===== src/shared/rfbac_pkg.sv =====
package rfbac_pkg;
	// command codes
	localparam logic [7:0] RFBAC_CMD_READ_ONE   = 8'h20;
	localparam logic [7:0] RFBAC_CMD_WRITE_ONE  = 8'h21;
	localparam logic [7:0] RFBAC_CMD_READ_MULTI = 8'h23;
	localparam logic [7:0] RFBAC_CMD_SELECT     = 8'h25;
	// error codes
	localparam logic [7:0] RFBAC_ERR_GENERIC    = 8'h0f;
	localparam logic [7:0] RFBAC_ERR_NO_BLOCK   = 8'h10;
	localparam logic [7:0] RFBAC_ERR_LOCKED     = 8'h12;
	localparam logic [7:0] RFBAC_ERR_PROG_FAIL  = 8'h13;
	localparam logic [7:0] RFBAC_ERR_RD_PROT    = 8'h15;
	localparam logic [7:0] RFBAC_ERR_OPTION     = 8'h03;
	// request flag bit positions
	localparam int RFBAC_FLAG_PROT_EXT = 3;
	localparam int RFBAC_FLAG_SELECT   = 4;
	localparam int RFBAC_FLAG_ADDRESS  = 5;
	localparam int RFBAC_FLAG_OPTION   = 6;
	// response flags byte
	localparam logic [7:0] RFBAC_RESP_OK  = 8'h00;
	localparam logic [7:0] RFBAC_RESP_ERR = 8'h01;
	// memory geometry
	localparam logic [15:0] RFBAC_LAST_BLOCK  = 16'h01ff;
	localparam int          RFBAC_SECTOR_LSB  = 5;
	localparam logic [7:0]  RFBAC_MAX_BLK_FLD = 8'h1f;
	// timing
	localparam int RFBAC_CLK_PERIOD_PS      = 4000;
	localparam int RFBAC_NOM_REPLY_DELAY_PS = 320900000;
	localparam int RFBAC_PROG_PERIOD_PS     = 302000000;
	localparam int RFBAC_PROG_PERIODS       = 18;
	localparam longint RFBAC_PROG_TIME_PS   = longint'(RFBAC_NOM_REPLY_DELAY_PS)
		+ longint'(RFBAC_PROG_PERIODS) * longint'(RFBAC_PROG_PERIOD_PS);
	localparam int RFBAC_PROG_CYCLES = int'((RFBAC_PROG_TIME_PS
		+ longint'(RFBAC_CLK_PERIOD_PS) - 64'sd1) / longint'(RFBAC_CLK_PERIOD_PS));
	// response fifo
	localparam int RFBAC_FIFO_WIDTH = 9;
	localparam int RFBAC_FIFO_DEPTH = 16;

	typedef enum logic [3:0] {
		ST_IDLE   = 4'h0,
		ST_EVAL   = 4'h1,
		ST_CHK    = 4'h2,
		ST_RDREQ  = 4'h3,
		ST_RDWAIT = 4'h4,
		ST_SEC    = 4'h5,
		ST_DATA   = 4'h6,
		ST_PROG   = 4'h7,
		ST_FLAGS  = 4'h8,
		ST_ERRC   = 4'h9,
		ST_DRAIN  = 4'ha
	} rfbac_state_t;
endpackage


===== src/design/rfbac_edge.sv =====
`timescale 1ns/10ps
`default_nettype none
module rfbac_edge (
	input  wire logic sys_clk,  // system clock
	input  wire logic srst,     // synchronous reset
	input  wire logic pin_in,   // asynchronous link clock
	output var  logic rise      // one-cycle pulse per rising edge
);
	logic meta_r;
	logic sync_r;
	logic prev_r;

	always_ff @(posedge sys_clk) begin
		if (srst) begin
			meta_r <= 1'b0;
			sync_r <= 1'b0;
			prev_r <= 1'b0;
			rise   <= 1'b0;
		end else begin
			meta_r <= pin_in;
			sync_r <= meta_r;
			prev_r <= sync_r;
			rise   <= sync_r & ~prev_r;
		end
	end
endmodule
`default_nettype wire


===== src/design/rfbac_fifo.sv =====
`timescale 1ns/10ps
`default_nettype none
module rfbac_fifo #(
	parameter int WIDTH = 9,
	parameter int DEPTH = 16
) (
	input  wire logic             sys_clk,   // system clock
	input  wire logic             srst,      // synchronous reset
	input  wire logic             in_valid,  // write request
	output var  logic             in_ready,  // space available
	input  wire logic [WIDTH-1:0] in_data,   // write word
	output var  logic             out_valid, // word available
	input  wire logic             out_ready, // read request
	output var  logic [WIDTH-1:0] out_data   // head word
);
	localparam int AW = $clog2(DEPTH);
	logic [WIDTH-1:0] mem [DEPTH];
	logic [AW-1:0]    wptr_r;
	logic [AW-1:0]    rptr_r;
	logic [AW:0]      cnt_r;
	logic             wr;
	logic             rd;

	assign in_ready  = (cnt_r != (AW+1)'(DEPTH));
	assign out_valid = (cnt_r != '0);
	assign out_data  = mem[rptr_r];
	assign wr        = in_valid & in_ready;
	assign rd        = out_valid & out_ready;

	always_ff @(posedge sys_clk) begin
		if (wr) begin
			mem[wptr_r] <= in_data;
		end
	end

	always_ff @(posedge sys_clk) begin
		if (srst) begin
			wptr_r <= '0;
			rptr_r <= '0;
			cnt_r  <= '0;
		end else begin
			if (wr) begin
				wptr_r <= (wptr_r == AW'(DEPTH - 1)) ? '0 : wptr_r + 1'b1;
			end
			if (rd) begin
				rptr_r <= (rptr_r == AW'(DEPTH - 1)) ? '0 : rptr_r + 1'b1;
			end
			if (wr && !rd) begin
				cnt_r <= cnt_r + 1'b1;
			end else if (rd && !wr) begin
				cnt_r <= cnt_r - 1'b1;
			end
		end
	end
endmodule
`default_nettype wire


===== src/design/rfbac_top.sv =====
// How it works
// - read-one (20h) fetches the addressed block and returns its 32 data bits
// - read, write and multi-read with protocol extension bit clear answer an error
// - read-one reply: flags, security byte if option set, four data bytes, crc
// - security byte: bit0 lock, bits1-2 read/write protection, bits3-4 password, rest zero
// - read-one errors: 10h missing block, 15h read-protected block
// - busy mode: pin low from request start of frame until reply fully sent
// - write-in-progress mode: pin released during read, multi-read and select
// - write-one (21h) stores 32 data bits into the block and reports outcome
// - write reply only after program cycle: nominal delay plus 18 x 302 us
// - write errors: 0Fh generic, 10h missing, 12h locked, 13h programming failed
// - write-in-progress mode: pin low from valid write end until reply starts
// - multi-read (23h) reads count field plus one consecutive blocks
// - blocks up to 1FFh, at most 32, one sector, else error
// - multi-read reply repeats optional security byte and 32 data bits per block
// - multi-read errors: 0Fh generic, 10h missing, 15h read-protected
// - select (25h) with own uid enters or stays selected and replies
// - select with foreign uid drops a selected tag to ready, silently
// - select errors reply only on own uid and keep the protocol state
// - select error reply is flags plus code; 03h means option unsupported
`timescale 1ns/10ps
`default_nettype none
module rfbac_top
	import rfbac_pkg::*;
#(
	parameter int PROG_CYCLES = RFBAC_PROG_CYCLES
) (
	input  wire logic        sys_clk,       // 250 MHz system clock
	input  wire logic        srst,          // synchronous reset, high
	input  wire logic        rf_clk,        // carrier-derived link clock
	input  wire logic        req_sof,       // request start of frame pulse
	input  wire logic        req_end,       // request decoded pulse, fields valid
	input  wire logic        req_crc_ok,    // crc check passed
	input  wire logic        req_fmt_ok,    // frame format correct
	input  wire logic [7:0]  req_flags,     // request flags byte
	input  wire logic [7:0]  req_cmd,       // command code
	input  wire logic [63:0] req_uid,       // uid field when present
	input  wire logic [15:0] req_block,     // (first) block index
	input  wire logic [7:0]  req_count,     // block count minus one
	input  wire logic [31:0] req_data,      // write data
	input  wire logic [63:0] own_uid,       // tag uid
	input  wire logic        wip_mode,      // 1 write-in-progress, 0 busy
	input  wire logic        sec_locked,    // sector of mem_addr locked
	input  wire logic [1:0]  sec_rw_prot,   // sector read/write protection
	input  wire logic [1:0]  sec_pwd_ctl,   // sector password control
	input  wire logic        sec_rd_denied, // read refused for that sector
	input  wire logic        sec_wr_denied, // write refused for that sector
	input  wire logic [31:0] mem_rd_data,   // block read data
	input  wire logic        mem_rd_valid,  // read data valid pulse
	input  wire logic        mem_wr_done,   // write and verify finished pulse
	input  wire logic        mem_wr_ok,     // verify passed, with done
	output var  logic        mem_rd_en,     // block read pulse
	output var  logic        mem_wr_en,     // block write pulse
	output var  logic [8:0]  mem_addr,      // block address
	output var  logic [31:0] mem_wr_data,   // block write data
	output var  logic        resp_valid,    // reply byte strobe
	output var  logic [7:0]  resp_byte,     // reply byte
	output var  logic        resp_last,     // last byte, crc follows
	output var  logic        selected,      // protocol state selected
	output var  logic        act_pin_o,     // activity pin level
	output var  logic        act_pin_oe     // activity pin drive enable
);
	rfbac_state_t st_r;
	logic [7:0]  cmd_r;
	logic        opt_r;
	logic        err_r;
	logic [7:0]  code_r;
	logic [4:0]  nblk_r;
	logic [1:0]  bidx_r;
	logic [31:0] rdata_r;
	logic [31:0] timer_r;
	logic        wr_done_r;
	logic        wr_ok_r;
	logic        mode_r;
	logic        busy_r;
	logic        run_r;
	logic [7:0]  flags_r;
	logic [63:0] uid_r;
	logic [15:0] block_r;
	logic [7:0]  count_r;
	logic        rf_rise;
	logic        push;
	logic [8:0]  push_word;
	logic        fifo_ready;
	logic        fifo_valid;
	logic [8:0]  fifo_word;
	logic        pop;
	logic [16:0] last_blk;
	logic        uid_match;

	function automatic logic [7:0] sec_byte(input logic lk, input logic [1:0] rw,
			input logic [1:0] pw);
		return {3'b000, pw, rw, lk};
	endfunction

	function automatic logic is_read(input logic [7:0] c);
		return (c == RFBAC_CMD_READ_ONE) || (c == RFBAC_CMD_READ_MULTI);
	endfunction

	assign last_blk  = {1'b0, block_r} + {9'h000, count_r};
	assign uid_match = (uid_r == own_uid);

	rfbac_edge u_edge (
		.sys_clk (sys_clk),
		.srst    (srst),
		.pin_in  (rf_clk),
		.rise    (rf_rise)
	);

	// draining at link-clock pace lets the fifo fill and stall the reply builder
	assign pop = rf_rise & fifo_valid;

	rfbac_fifo #(
		.WIDTH (RFBAC_FIFO_WIDTH),
		.DEPTH (RFBAC_FIFO_DEPTH)
	) u_fifo (
		.sys_clk   (sys_clk),
		.srst      (srst),
		.in_valid  (push),
		.in_ready  (fifo_ready),
		.in_data   (push_word),
		.out_valid (fifo_valid),
		.out_ready (pop),
		.out_data  (fifo_word)
	);

	// reply byte builder; word is {last, byte}
	always_comb begin
		push      = 1'b0;
		push_word = '0;
		case (st_r)
			ST_FLAGS: begin
				push      = fifo_ready;
				push_word = {!err_r && !is_read(cmd_r),
					err_r ? RFBAC_RESP_ERR : RFBAC_RESP_OK};
			end
			ST_ERRC: begin
				push      = fifo_ready;
				push_word = {1'b1, code_r};
			end
			ST_SEC: begin
				push      = fifo_ready;
				push_word = {1'b0, sec_byte(sec_locked, sec_rw_prot, sec_pwd_ctl)};
			end
			ST_DATA: begin
				push      = fifo_ready;
				push_word = {(bidx_r == 2'd3) && (nblk_r == '0),
					rdata_r[8*bidx_r +: 8]};
			end
			default: begin
				push      = 1'b0;
				push_word = '0;
			end
		endcase
	end

	always_ff @(posedge sys_clk) begin
		if (srst) begin
			resp_valid <= 1'b0;
			resp_byte  <= '0;
			resp_last  <= 1'b0;
		end else begin
			resp_valid <= pop;
			if (pop) begin
				resp_byte <= fifo_word[7:0];
				resp_last <= fifo_word[8];
			end
		end
	end

	// request capture and mode sampling
	always_ff @(posedge sys_clk) begin
		if (srst) begin
			mode_r  <= 1'b0;
			flags_r <= '0;
			cmd_r   <= '0;
			uid_r   <= '0;
			block_r <= '0;
			count_r <= '0;
		end else begin
			if (req_sof && st_r == ST_IDLE) begin
				mode_r <= wip_mode;
			end
			if (req_end && st_r == ST_IDLE) begin
				flags_r <= req_flags;
				cmd_r   <= req_cmd;
				uid_r   <= req_uid;
				block_r <= req_block;
				count_r <= req_count;
			end
		end
	end

	// command sequencer
	always_ff @(posedge sys_clk) begin
		if (srst) begin
			st_r        <= ST_IDLE;
			opt_r       <= 1'b0;
			err_r       <= 1'b0;
			code_r      <= '0;
			nblk_r      <= '0;
			bidx_r      <= '0;
			rdata_r     <= '0;
			timer_r     <= '0;
			wr_done_r   <= 1'b0;
			wr_ok_r     <= 1'b0;
			selected    <= 1'b0;
			mem_rd_en   <= 1'b0;
			mem_wr_en   <= 1'b0;
			mem_addr    <= '0;
			mem_wr_data <= '0;
		end else begin
			mem_rd_en <= 1'b0;
			mem_wr_en <= 1'b0;
			case (st_r)
				ST_IDLE: begin
					if (req_end) begin
						if (req_crc_ok && req_fmt_ok) begin
							mem_wr_data <= req_data;
							st_r        <= ST_EVAL;
						end
					end
				end
				ST_EVAL: begin
					opt_r    <= flags_r[RFBAC_FLAG_OPTION];
					err_r    <= 1'b0;
					mem_addr <= block_r[8:0];
					nblk_r   <= count_r[4:0];
					bidx_r   <= '0;
					st_r     <= ST_CHK;
				end
				ST_CHK: begin
					st_r <= ST_FLAGS;
					if (cmd_r == RFBAC_CMD_SELECT) begin
						if (!uid_match) begin
							selected <= 1'b0;
							st_r     <= ST_IDLE;
						end else if (opt_r) begin
							err_r  <= 1'b1;
							code_r <= RFBAC_ERR_OPTION;
						end else begin
							selected <= 1'b1;
						end
					end else if (!(cmd_r == RFBAC_CMD_WRITE_ONE || is_read(cmd_r))) begin
						st_r <= ST_IDLE;
					end else if ((flags_r[RFBAC_FLAG_ADDRESS] && !uid_match)
							|| (flags_r[RFBAC_FLAG_SELECT] && !selected)) begin
						st_r <= ST_IDLE;
					end else if (!flags_r[RFBAC_FLAG_PROT_EXT]) begin
						err_r  <= 1'b1;
						code_r <= RFBAC_ERR_GENERIC;
					end else if (block_r > RFBAC_LAST_BLOCK) begin
						err_r  <= 1'b1;
						code_r <= RFBAC_ERR_NO_BLOCK;
					end else if (cmd_r == RFBAC_CMD_READ_MULTI
							&& last_blk > {1'b0, RFBAC_LAST_BLOCK}) begin
						err_r  <= 1'b1;
						code_r <= RFBAC_ERR_NO_BLOCK;
					end else if (cmd_r == RFBAC_CMD_READ_MULTI
							&& (count_r > RFBAC_MAX_BLK_FLD
							|| last_blk[8:RFBAC_SECTOR_LSB]
							!= block_r[8:RFBAC_SECTOR_LSB])) begin
						err_r  <= 1'b1;
						code_r <= RFBAC_ERR_GENERIC;
					end else if (is_read(cmd_r) && sec_rd_denied) begin
						err_r  <= 1'b1;
						code_r <= RFBAC_ERR_RD_PROT;
					end else if (cmd_r == RFBAC_CMD_WRITE_ONE && sec_wr_denied) begin
						err_r  <= 1'b1;
						code_r <= RFBAC_ERR_LOCKED;
					end else if (cmd_r == RFBAC_CMD_WRITE_ONE) begin
						mem_wr_en <= 1'b1;
						timer_r   <= 32'(PROG_CYCLES);
						wr_done_r <= 1'b0;
						wr_ok_r   <= 1'b0;
						st_r      <= ST_PROG;
					end else if (cmd_r == RFBAC_CMD_READ_ONE) begin
						nblk_r <= '0;
					end
				end
				ST_PROG: begin
					if (timer_r != '0) begin
						timer_r <= timer_r - 32'd1;
					end
					if (mem_wr_done) begin
						wr_done_r <= 1'b1;
						wr_ok_r   <= mem_wr_ok;
					end
					// reply held until both the full cycle and the verify are over
					if (timer_r == '0 && wr_done_r) begin
						err_r  <= !wr_ok_r;
						code_r <= RFBAC_ERR_PROG_FAIL;
						st_r   <= ST_FLAGS;
					end
				end
				ST_FLAGS: begin
					if (fifo_ready) begin
						if (err_r) begin
							st_r <= ST_ERRC;
						end else if (is_read(cmd_r)) begin
							st_r <= ST_RDREQ;
						end else begin
							st_r <= ST_DRAIN;
						end
					end
				end
				ST_ERRC: begin
					if (fifo_ready) begin
						st_r <= ST_DRAIN;
					end
				end
				ST_RDREQ: begin
					mem_rd_en <= 1'b1;
					st_r      <= ST_RDWAIT;
				end
				ST_RDWAIT: begin
					if (mem_rd_valid) begin
						rdata_r <= mem_rd_data;
						st_r    <= opt_r ? ST_SEC : ST_DATA;
					end
				end
				ST_SEC: begin
					if (fifo_ready) begin
						st_r <= ST_DATA;
					end
				end
				ST_DATA: begin
					if (fifo_ready) begin
						bidx_r <= bidx_r + 2'd1;
						if (bidx_r == 2'd3) begin
							if (nblk_r == '0) begin
								st_r <= ST_DRAIN;
							end else begin
								nblk_r   <= nblk_r - 5'd1;
								mem_addr <= mem_addr + 9'd1;
								st_r     <= ST_RDREQ;
							end
						end
					end
				end
				ST_DRAIN: begin
					if (!fifo_valid) begin
						st_r <= ST_IDLE;
					end
				end
				default: begin
					st_r <= ST_IDLE;
				end
			endcase
		end
	end

	// activity pin, open drain: only ever pulls low
	always_ff @(posedge sys_clk) begin
		if (srst) begin
			busy_r     <= 1'b0;
			run_r      <= 1'b0;
			act_pin_o  <= 1'b0;
			act_pin_oe <= 1'b0;
		end else begin
			run_r <= (st_r != ST_IDLE);
			if (req_sof && st_r == ST_IDLE) begin
				busy_r <= 1'b1;
			end else if (st_r == ST_IDLE
					&& (run_r || (req_end && !(req_crc_ok && req_fmt_ok)))) begin
				busy_r <= 1'b0;
			end
			if (req_sof && st_r == ST_IDLE) begin
				act_pin_oe <= !wip_mode;
			end else if (mode_r) begin
				act_pin_oe <= (st_r == ST_PROG);
			end else begin
				act_pin_oe <= busy_r;
			end
		end
	end
endmodule
`default_nettype wire


===== config.mk =====
export PLATFORM = sky130hd
export DESIGN_NAME = rfbac_top
export DESIGN_NICKNAME = d
export VERILOG_FILES = /design/src/shared/rfbac_pkg.sv /design/src/design/rfbac_edge.sv /design/src/design/rfbac_fifo.sv /design/src/design/rfbac_top.sv
export SDC_FILE = /design/constraint.sdc
export NUM_CORES = 1
export LEC_CHECK = 0
export BUFFER_PORTS_ARGS = -buffer_cell sky130_fd_sc_hd__buf_2
export CORE_AREA = 2 2 190 192
export CTS_CLUSTER_DIAMETER = 40
export DETAILED_ROUTE_END_ITERATION = 8
export DIE_AREA = 0 0 192 194
export GPL_ROUTABILITY_DRIVEN = 0
export GPL_TIMING_DRIVEN = 0
export PLACE_DENSITY = 0.72
export SYNTH_ARGS = -nofsm -noshare
export SYNTH_HDL_FRONTEND = slang
export SYNTH_SLANG_ARGS = --single-unit

===== constraint.sdc =====
create_clock -name sys_clk -period 3.5 [get_ports sys_clk]
set_clock_uncertainty 0.1 [all_clocks]
set_input_delay 0.35 -clock sys_clk [delete_from_list [all_inputs] [get_ports sys_clk]]
set_output_delay 0.35 -clock sys_clk [all_outputs]
set_load 0.01 [all_outputs]

; Yosys cells after proc, flatten, opt, wreduce, memory -nomap -nowiden
; Memory sizes are Yosys's and may differ from the RTL's. A register that Yosys moved wholly into a read port is not among the register bits.
; Cells that the tools add are included.
[word_totals]
out_inout_bits = 56
mem_count = 1
reg_bits = 256
latchBits = 0
inputBits = 250
mem_bits_rw = 144
word_cells = 276
rom_bits = 0
[classes]
reduce_logical = 55
div_mod_pow = 0
bitwise_logic = 8
n_mul = 0
mux = 116
n_addsub = 9
n_eq_ne = 51
n_lt_le_gt_ge = 3
shift = 1
[memory_table]
columns = memory, words, word_bits, rd, rd_ports_with_merged_regs, wr, line
row1 = u_fifo.mem, 16, 9, 1, 1, 1, rfbac_fifo.sv:17  ; logic [WIDTH-1:0] mem [DEPTH];
[ops]
columns = op, n
row1 = $mux 32, 11
row2 = $mux 4, 26
row3 = $mux 8, 12
row4 = $mux 5, 16
row5 = $eq 64x64->1, 1
row6 = $pmux 32 s2, 1
row7 = $pmux 4 s11, 1
row8 = $ne 2x2->1 const B, 21
row9 = $mux 1, 36
row10 = $pmux 9 s4, 1
row11 = $eq 8x6->1 const B, 4
row12 = $logic_not 32->1, 1
row13 = $reduce_bool 32->1, 1
row14 = $shiftx 32x6->8, 1
row15 = $sub 32x1->32 const B, 1
row16 = $mux 9, 3
row17 = $reduce_and 12->1, 2
row18 = $eq 4x4->1 const B, 5
row19 = $pmux 9 s2, 1
row20 = $add 16x8->17, 1
row21 = $gt 17x9->1 const B, 1
row22 = $eq 4x3->1 const B, 4
row23 = $gt 16x9->1 const B, 1
row24 = $logic_and 1x1->1, 16
row25 = other kinds (38), 75

; Logic depth before layout (Yosys ltp)
[logic_depth]
depth_word = 13
depth_mapped = 16
mapped_depth_nobuf = 13

; Cells and area by module
; Synthesis repeated with hierarchy kept, for this count alone.
[hier_totals]
hier_cells = 1755
hier_area_um2 = 17616.9
[modules_own_cells]
columns = mod, instances, area_each_um2, cells_per_inst, seq_area_each_um2
row1 = rfbac_top, 1, 11144.4, 1415, 4844.6
row2 = rfbac_fifo, 1, 6361.1, 332, 4664.5
row3 = rfbac_edge, 1, 111.4, 8, 80.1

; Least setup slack after synthesis
; OpenSTA, ideal clock, no wires.
[synth_timing]
path_kind = reg-to-reg
from = reg st_r[2]
to = reg u_fifo.cnt_r[4]
path_stages_with_launch = 15
setup_time_ns = 0.070
period_less_slack_ns = 3.377
n_path_buf = 2
required_ns = 3.330
t_arrival_ns = 3.206
path_slack_ns = 0.123
path_cell_list = dfxtp_1 -> clkbuf_1 -> nor2b_1 -> nand2_1 -> nor2_1 -> o21a_1 -> clkbuf_1 -> ha_1 -> inv_1 -> fa_1 -> a21o_1 -> a21oi_1 -> xnor2_1 -> or3_1 -> a21oi_1
[synth_between]
elab_chain_cells = 7
elab_cells_between_ends = 12
classes_between = 4 x eq/ne / 2 x mux / 1 x bitwise / 5 x reduce/logical
[synth_rtl]
columns = item, line
row1 = start: declaration, rfbac_top.sv:63  ; rfbac_state_t st_r;
row2 = start signal: assignment, rfbac_top.sv:319  ; st_r <= opt_r ? ST_SEC : ST_DATA;
row3 = $eq 4x3->1 or $eq 4x4->1 (tied branches), rfbac_top.sv:131  ; case (st_r)
row4 = $reduce_or 4->1 (no source line) *, --
row5 = $mux 1 *, rfbac_top.sv:131
row6 = $and 1x1->1 *, rfbac_fifo.sv:27  ; assign wr = in_valid & in_ready;
row7 = net u_fifo.wr, rfbac_fifo.sv:21  ; logic wr;
row8 = $logic_not 1->1, rfbac_fifo.sv:50  ; end else if (rd && !wr) begin
row9 = $logic_and 1x1->1, rfbac_fifo.sv:50
row10 = $reduce_bool 2->1 (no source line), --
row11 = end signal: assignment, rfbac_fifo.sv:49  ; cnt_r <= cnt_r + 1'b1;
row12 = end signal: assignment, rfbac_fifo.sv:51  ; cnt_r <= cnt_r - 1'b1;
row13 = end: declaration, rfbac_fifo.sv:20  ; logic [AW:0] cnt_r;
; Mark *: on every way through the listed nets, which the timed path passes. The rest lies on a longest branch.
; A chain may end at the register's enable or synchronous reset.

; Final worst setup path
[layout_timing]
from = reg uid_r[49]
to = reg timer_r[18]
[layout_between]
elab_chain_cells = 6
[layout_rtl]
columns = item, line
row1 = start: declaration, rfbac_top.sv:78  ; logic [63:0] uid_r;
row2 = start signal: assignment, rfbac_top.sv:187  ; uid_r <= req_uid;
row3 = $eq 64x64->1, rfbac_top.sv:101  ; assign uid_match = (uid_r == own_uid);
row4 = $logic_not 1->1, rfbac_top.sv:246  ; end else if ((flags_r[RFBAC_FLAG_ADDRESS] && !uid_match)
row5 = $logic_and 1x1->1, rfbac_top.sv:246
row6 = $logic_or 1x1->1, rfbac_top.sv:247  ; || (flags_r[RFBAC_FLAG_SELECT] && !selected)) begin
row7 = $ne 2x2->1 (no source line), --
row8 = $reduce_and 12->1 (no source line), --
row9 = end signal: assignment, rfbac_top.sv:273  ; timer_r <= 32'(PROG_CYCLES);
row10 = end signal: assignment, rfbac_top.sv:283  ; timer_r <= timer_r - 32'd1;
row11 = end: declaration, rfbac_top.sv:71  ; logic [31:0] timer_r;
; Every way passes these cells.

==> key figures <==
Clocking
  • Clk Tree Root Cell: clkbuf_16
  • Clock Latency Late Sink: 0.57 ns
  • Clk sinks: 403
  • Clock-pin slew on the worst setup and hold paths: around 0.06 ns
  • Number of CTS-inserted buffers: 48
  • Maximum root-to-sink buffer count: 3
  • CTS tree: done
  • H-tree depth: 2

Routing
  • Vias per cell: around 5.7
  • Total number of vias: 16200
  • Drt total wl: approximately 57000 um
  • Iteration-0 DRC Markers: 1385
  • Detail Route Antenna Nets: 0
  • Drt pass-1 iters: 6
  • WL/cell: 20.3 um
  • Final routed DRC violation total: 0

Synth
  • Asr flop ratio synth: 0
  • Flops & latches, synth: 403
  • Sequential share of the synthesized area: 0.537
  • Post-synth EDFFs: 144
  • Post-Syn Area per Cell: 9.92 um2
  • Mapped Nets: 2060
  • Distinct cell type count after synthesis: 73
  • Gate count after technology mapping: 1786
  • Synthesis Warnings: 0
  • Post-Syn Area: between 15000 and 20000 um2
  • Synth Flop Type: dfxtp_1

Place
  • Placed Cells: 2547
  • DP HPWL: between 30000 and 40000 um
  • IO buf count: 300

Timing
  • Max-slew violation count: 0
  • Final hold viol count: 0
  • Part of the cycle the worst path needs: 0.990
  • Slew headroom: 0.202
  • Final Critical Period: 3.46 ns
  • Least-Margin Pin Slew: approximately 1.2 ns
  • # setup viols final: 0
  • Hold WS: 0.0133 ns
  • Fmax: 289 MHz

Status
  • Status: complete, no violations

Global route
  • Vias in the first global route: around 16000
  • Largest net degree at the start of global routing: 17
  • Antenna violations before repair: 3
  • First-pass GRT wire length: between 80000 and 90000 um
  • Grt ovf: 0
  • Total Routing Usage GR: 0.299

Cells and area
  • Final net count: 2584
  • P&R area growth vs syn: 32.3%
  • Share of layout cells above drive strength 1: 0.215
  • Fin cells: roughly 2800
  • Final Util: 0.666

Setup path
  • CP cell instances: xnor2_2, nand4_1, nor4_2, nand4_1, buf_4, a211oi_2, nand2b_1, nand2_2, buf_4, or4_1, a31oi_1
  • Crit path buffers/inverters: 2
  • Endpoint type of the worst setup path: flop
  • Worst setup SP type: flop
  • Slowest-stage cell, CP: or4_1
  • CP arrival: 3.83 ns
  • Critical Path Fanout Max: 10
  • CP peak stage delay: about 0.50 ns
  • Cell family with the largest share of critical-path delay: simple AND/OR/NAND/NOR gates
  • Crit Path Category: flop to flop
  • Crit path required time: 3.87 ns

Pwr
  • Power Density: 586 nW/um2
  • Peak VDD IR: 0.412 mV
  • Leakage: just under 9 nW
  • Total power: 13.7 mW

Die
  • Starting density of the core: 0.503
  • Total die area: between 30000 and 40000 um2
  • Boundary Pins: 306
  • Row cnt: 69
  • Die Y: roughly 190 um
  • Area of the core: 35200 um2
  • Die width: between 150 and 200 um

Worst hold path
  • HP Class: input port to flop

Run
  • MaxCap Viol Count: 0
## flip-flops by register name (all words and copies together), names as in the netlist, 2 cells and up
signal,cells
uid_r,64
block_r,16
cmd_r,8
mem_addr,9
code_r,5
resp_byte,8
timer_r,32
mem_wr_data,32
nblk_r,5
flags_r,4
u_fifo.mem,144
rdata_r,32
u_fifo.rptr_r,4
bidx_r,2
count_r,8
u_fifo.cnt_r,5
st_r,4
u_fifo.wptr_r,4
## cells by family after synthesis
| group | count (synthesis) | synth area share |
|---|---|---|
| other | 1 | 0.000212 |
| adder cells (fa/ha/maj) | 24 | 0.0178 |
| multiplexers | 66 | 0.0748 |
| AO/OA/AOI/OAI | 382 | 0.126 |
| buffers and inverters | 135 | 0.0292 |
| XOR/XNOR | 78 | 0.0385 |
| AND/OR/NAND/NOR | 697 | 0.177 |
| flip-flops | 403 | 0.537 |
## routing by layer
| metal | track usage | up-vias | share of wire |
|---|---|---|---|
| met5 | 0 | - | 0.00042 |
| met4 | 0.161 | 4 | 0.055 |
| met3 | 0.0702 | 170 | 0.099 |
| met2 | 0.486 | 857 | 0.47 |
| met1 | 0.366 | 7692 | 0.38 |
| li1 | - | 7434 | - |
## report_power, final
part / internal, mW / leakage [nW] / total (mW) / switching [mW]
clock: 3.11 / 0.815 / 5.07 / 1.97
combinational: 1.23 / 4.61 / 3.12 / 1.89
sequential: 5.21 / 3.50 / 5.54 / 0.328
total: 9.55 / 8.93 / 13.7 / 4.18
## through the flow
step	instance area, um2	setup WS (ns)	setup TNS (ns)
after CTS	23200	0.00305	0
final	23400	0.0353	0
after detailed placement	19800	-0.658	-44.24
after floorplan	17700	0.123	0
after global placement	19800	-0.643	-42.72
after global routing	23400	-0.0325	-0.174
## worst min-delay path: cells and delay by family
family / cells / cell delay [ns]
buffers and inverters: 1 / 0.10
AO/OA/AOI/OAI: 1 / 0.08
AND/OR/NAND/NOR: 1 / 0.10
## synth_stat cells, types with 3 or more instances
master | instances | share of area
nand4_1 | 24 | 0.0085
or3_1 | 19 | 0.0067
mux4_2 | 53 | 0.067
nor2b_1 | 14 | 0.0049
o31ai_1 | 19 | 0.0080
or4_1 | 23 | 0.0097
nor2_1 | 85 | 0.018
o211a_1 | 3 | 0.0017
nor3_1 | 19 | 0.0054
xor2_1 | 7 | 0.0035
a21o_1 | 9 | 0.0038
a311oi_1 | 7 | 0.0035
o211ai_1 | 3 | 0.0013
nand2b_1 | 15 | 0.0053
a22oi_1 | 6 | 0.0025
xnor2_1 | 71 | 0.035
a211oi_1 | 12 | 0.0051
a222oi_1 | 4 | 0.0023
clkbuf_1 | 97 | 0.021
and3_1 | 17 | 0.0060
o21a_1 | 4 | 0.0017
mux2i_1 | 12 | 0.0068
inv_1 | 25 | 0.0053
o2111ai_1 | 3 | 0.0015
nor3b_1 | 3 | 0.0013
dfxtp_1 | 259 | 0.29
o21ai_0 | 37 | 0.010
ha_1 | 22 | 0.016
nor4_1 | 11 | 0.0039
buf_2 | 3 | 0.00085
nand3_1 | 31 | 0.0088
edfxtp_1 | 144 | 0.24
buf_1 | 8 | 0.0017
nor4b_1 | 3 | 0.0015
a21oi_1 | 234 | 0.066
nand2_1 | 416 | 0.088
a31oi_1 | 17 | 0.0060
## placed cells by master (no fill, tap or decap), types with 7 or more instances in the layout
cell type	netlist	layout
a311oi_1	7	7
mux2i_1	12	12
nor2_1	85	83
nand3_1	31	30
clkbuf_16	0	49
o21ai_0	37	37
or3_1	19	19
clkinv_2	0	8
clkbuf_8	0	8
nand2b_1	15	15
a211oi_1	12	11
xnor2_1	71	66
a21o_1	9	9
mux4_2	53	53
buf_1	8	8
dlygate4sd3_1	0	169
nand2_1	416	415
or4_1	23	23
clkbuf_1	97	93
and3_1	17	17
dfxtp_1	259	255
edfxtp_1	144	144
o31ai_1	19	17
a21oi_1	234	232
inv_1	25	24
nor3_1	19	15
ha_1	22	19
a31oi_1	17	17
buf_4	2	14
xor2_1	7	7
nand4_1	24	24
buf_2	3	303
nor2b_1	14	12
## what timing repair did
action,in CTS,in global routing
hold buffers,169,0
gates resized for setup,18,43
endpoints found under the setup margin,193,58
gates cloned,0,0
endpoints found under the hold margin,168,0
setup buffers,4,7
pin swaps,4,8
## path summary, 6_finish.rpt
check	slack, ns	from	depth (start not counted)	endpoint
max	0.04	uid_r[49]$_SDFFE_PP0P_	11	timer_r[18]$_SDFFE_PP0P_
min	0.01	req_uid[56]	3	uid_r[56]$_SDFFE_PP0P_
max reg2reg	0.04	uid_r[49]$_SDFFE_PP0P_	11	timer_r[18]$_SDFFE_PP0P_
min reg2reg	0.31	u_edge.prev_r$_SDFF_PP0_	1	u_edge.rise$_SDFF_PP0_
## cell type report
type / instances / area, um2
fillers: 2542 / 11800
flip-flops and latches: 403 / 9510
multi-input cells: 1248 / 7910
repair buffers: 480 / 3280
clock buffers: 64 / 1350
well taps: 461 / 577
plain buffers: 104 / 425
clock inverters: 24 / 294
inverters: 25 / 93.8
diodes: 2 / 5.00
(Power assumes the default switching activity.)
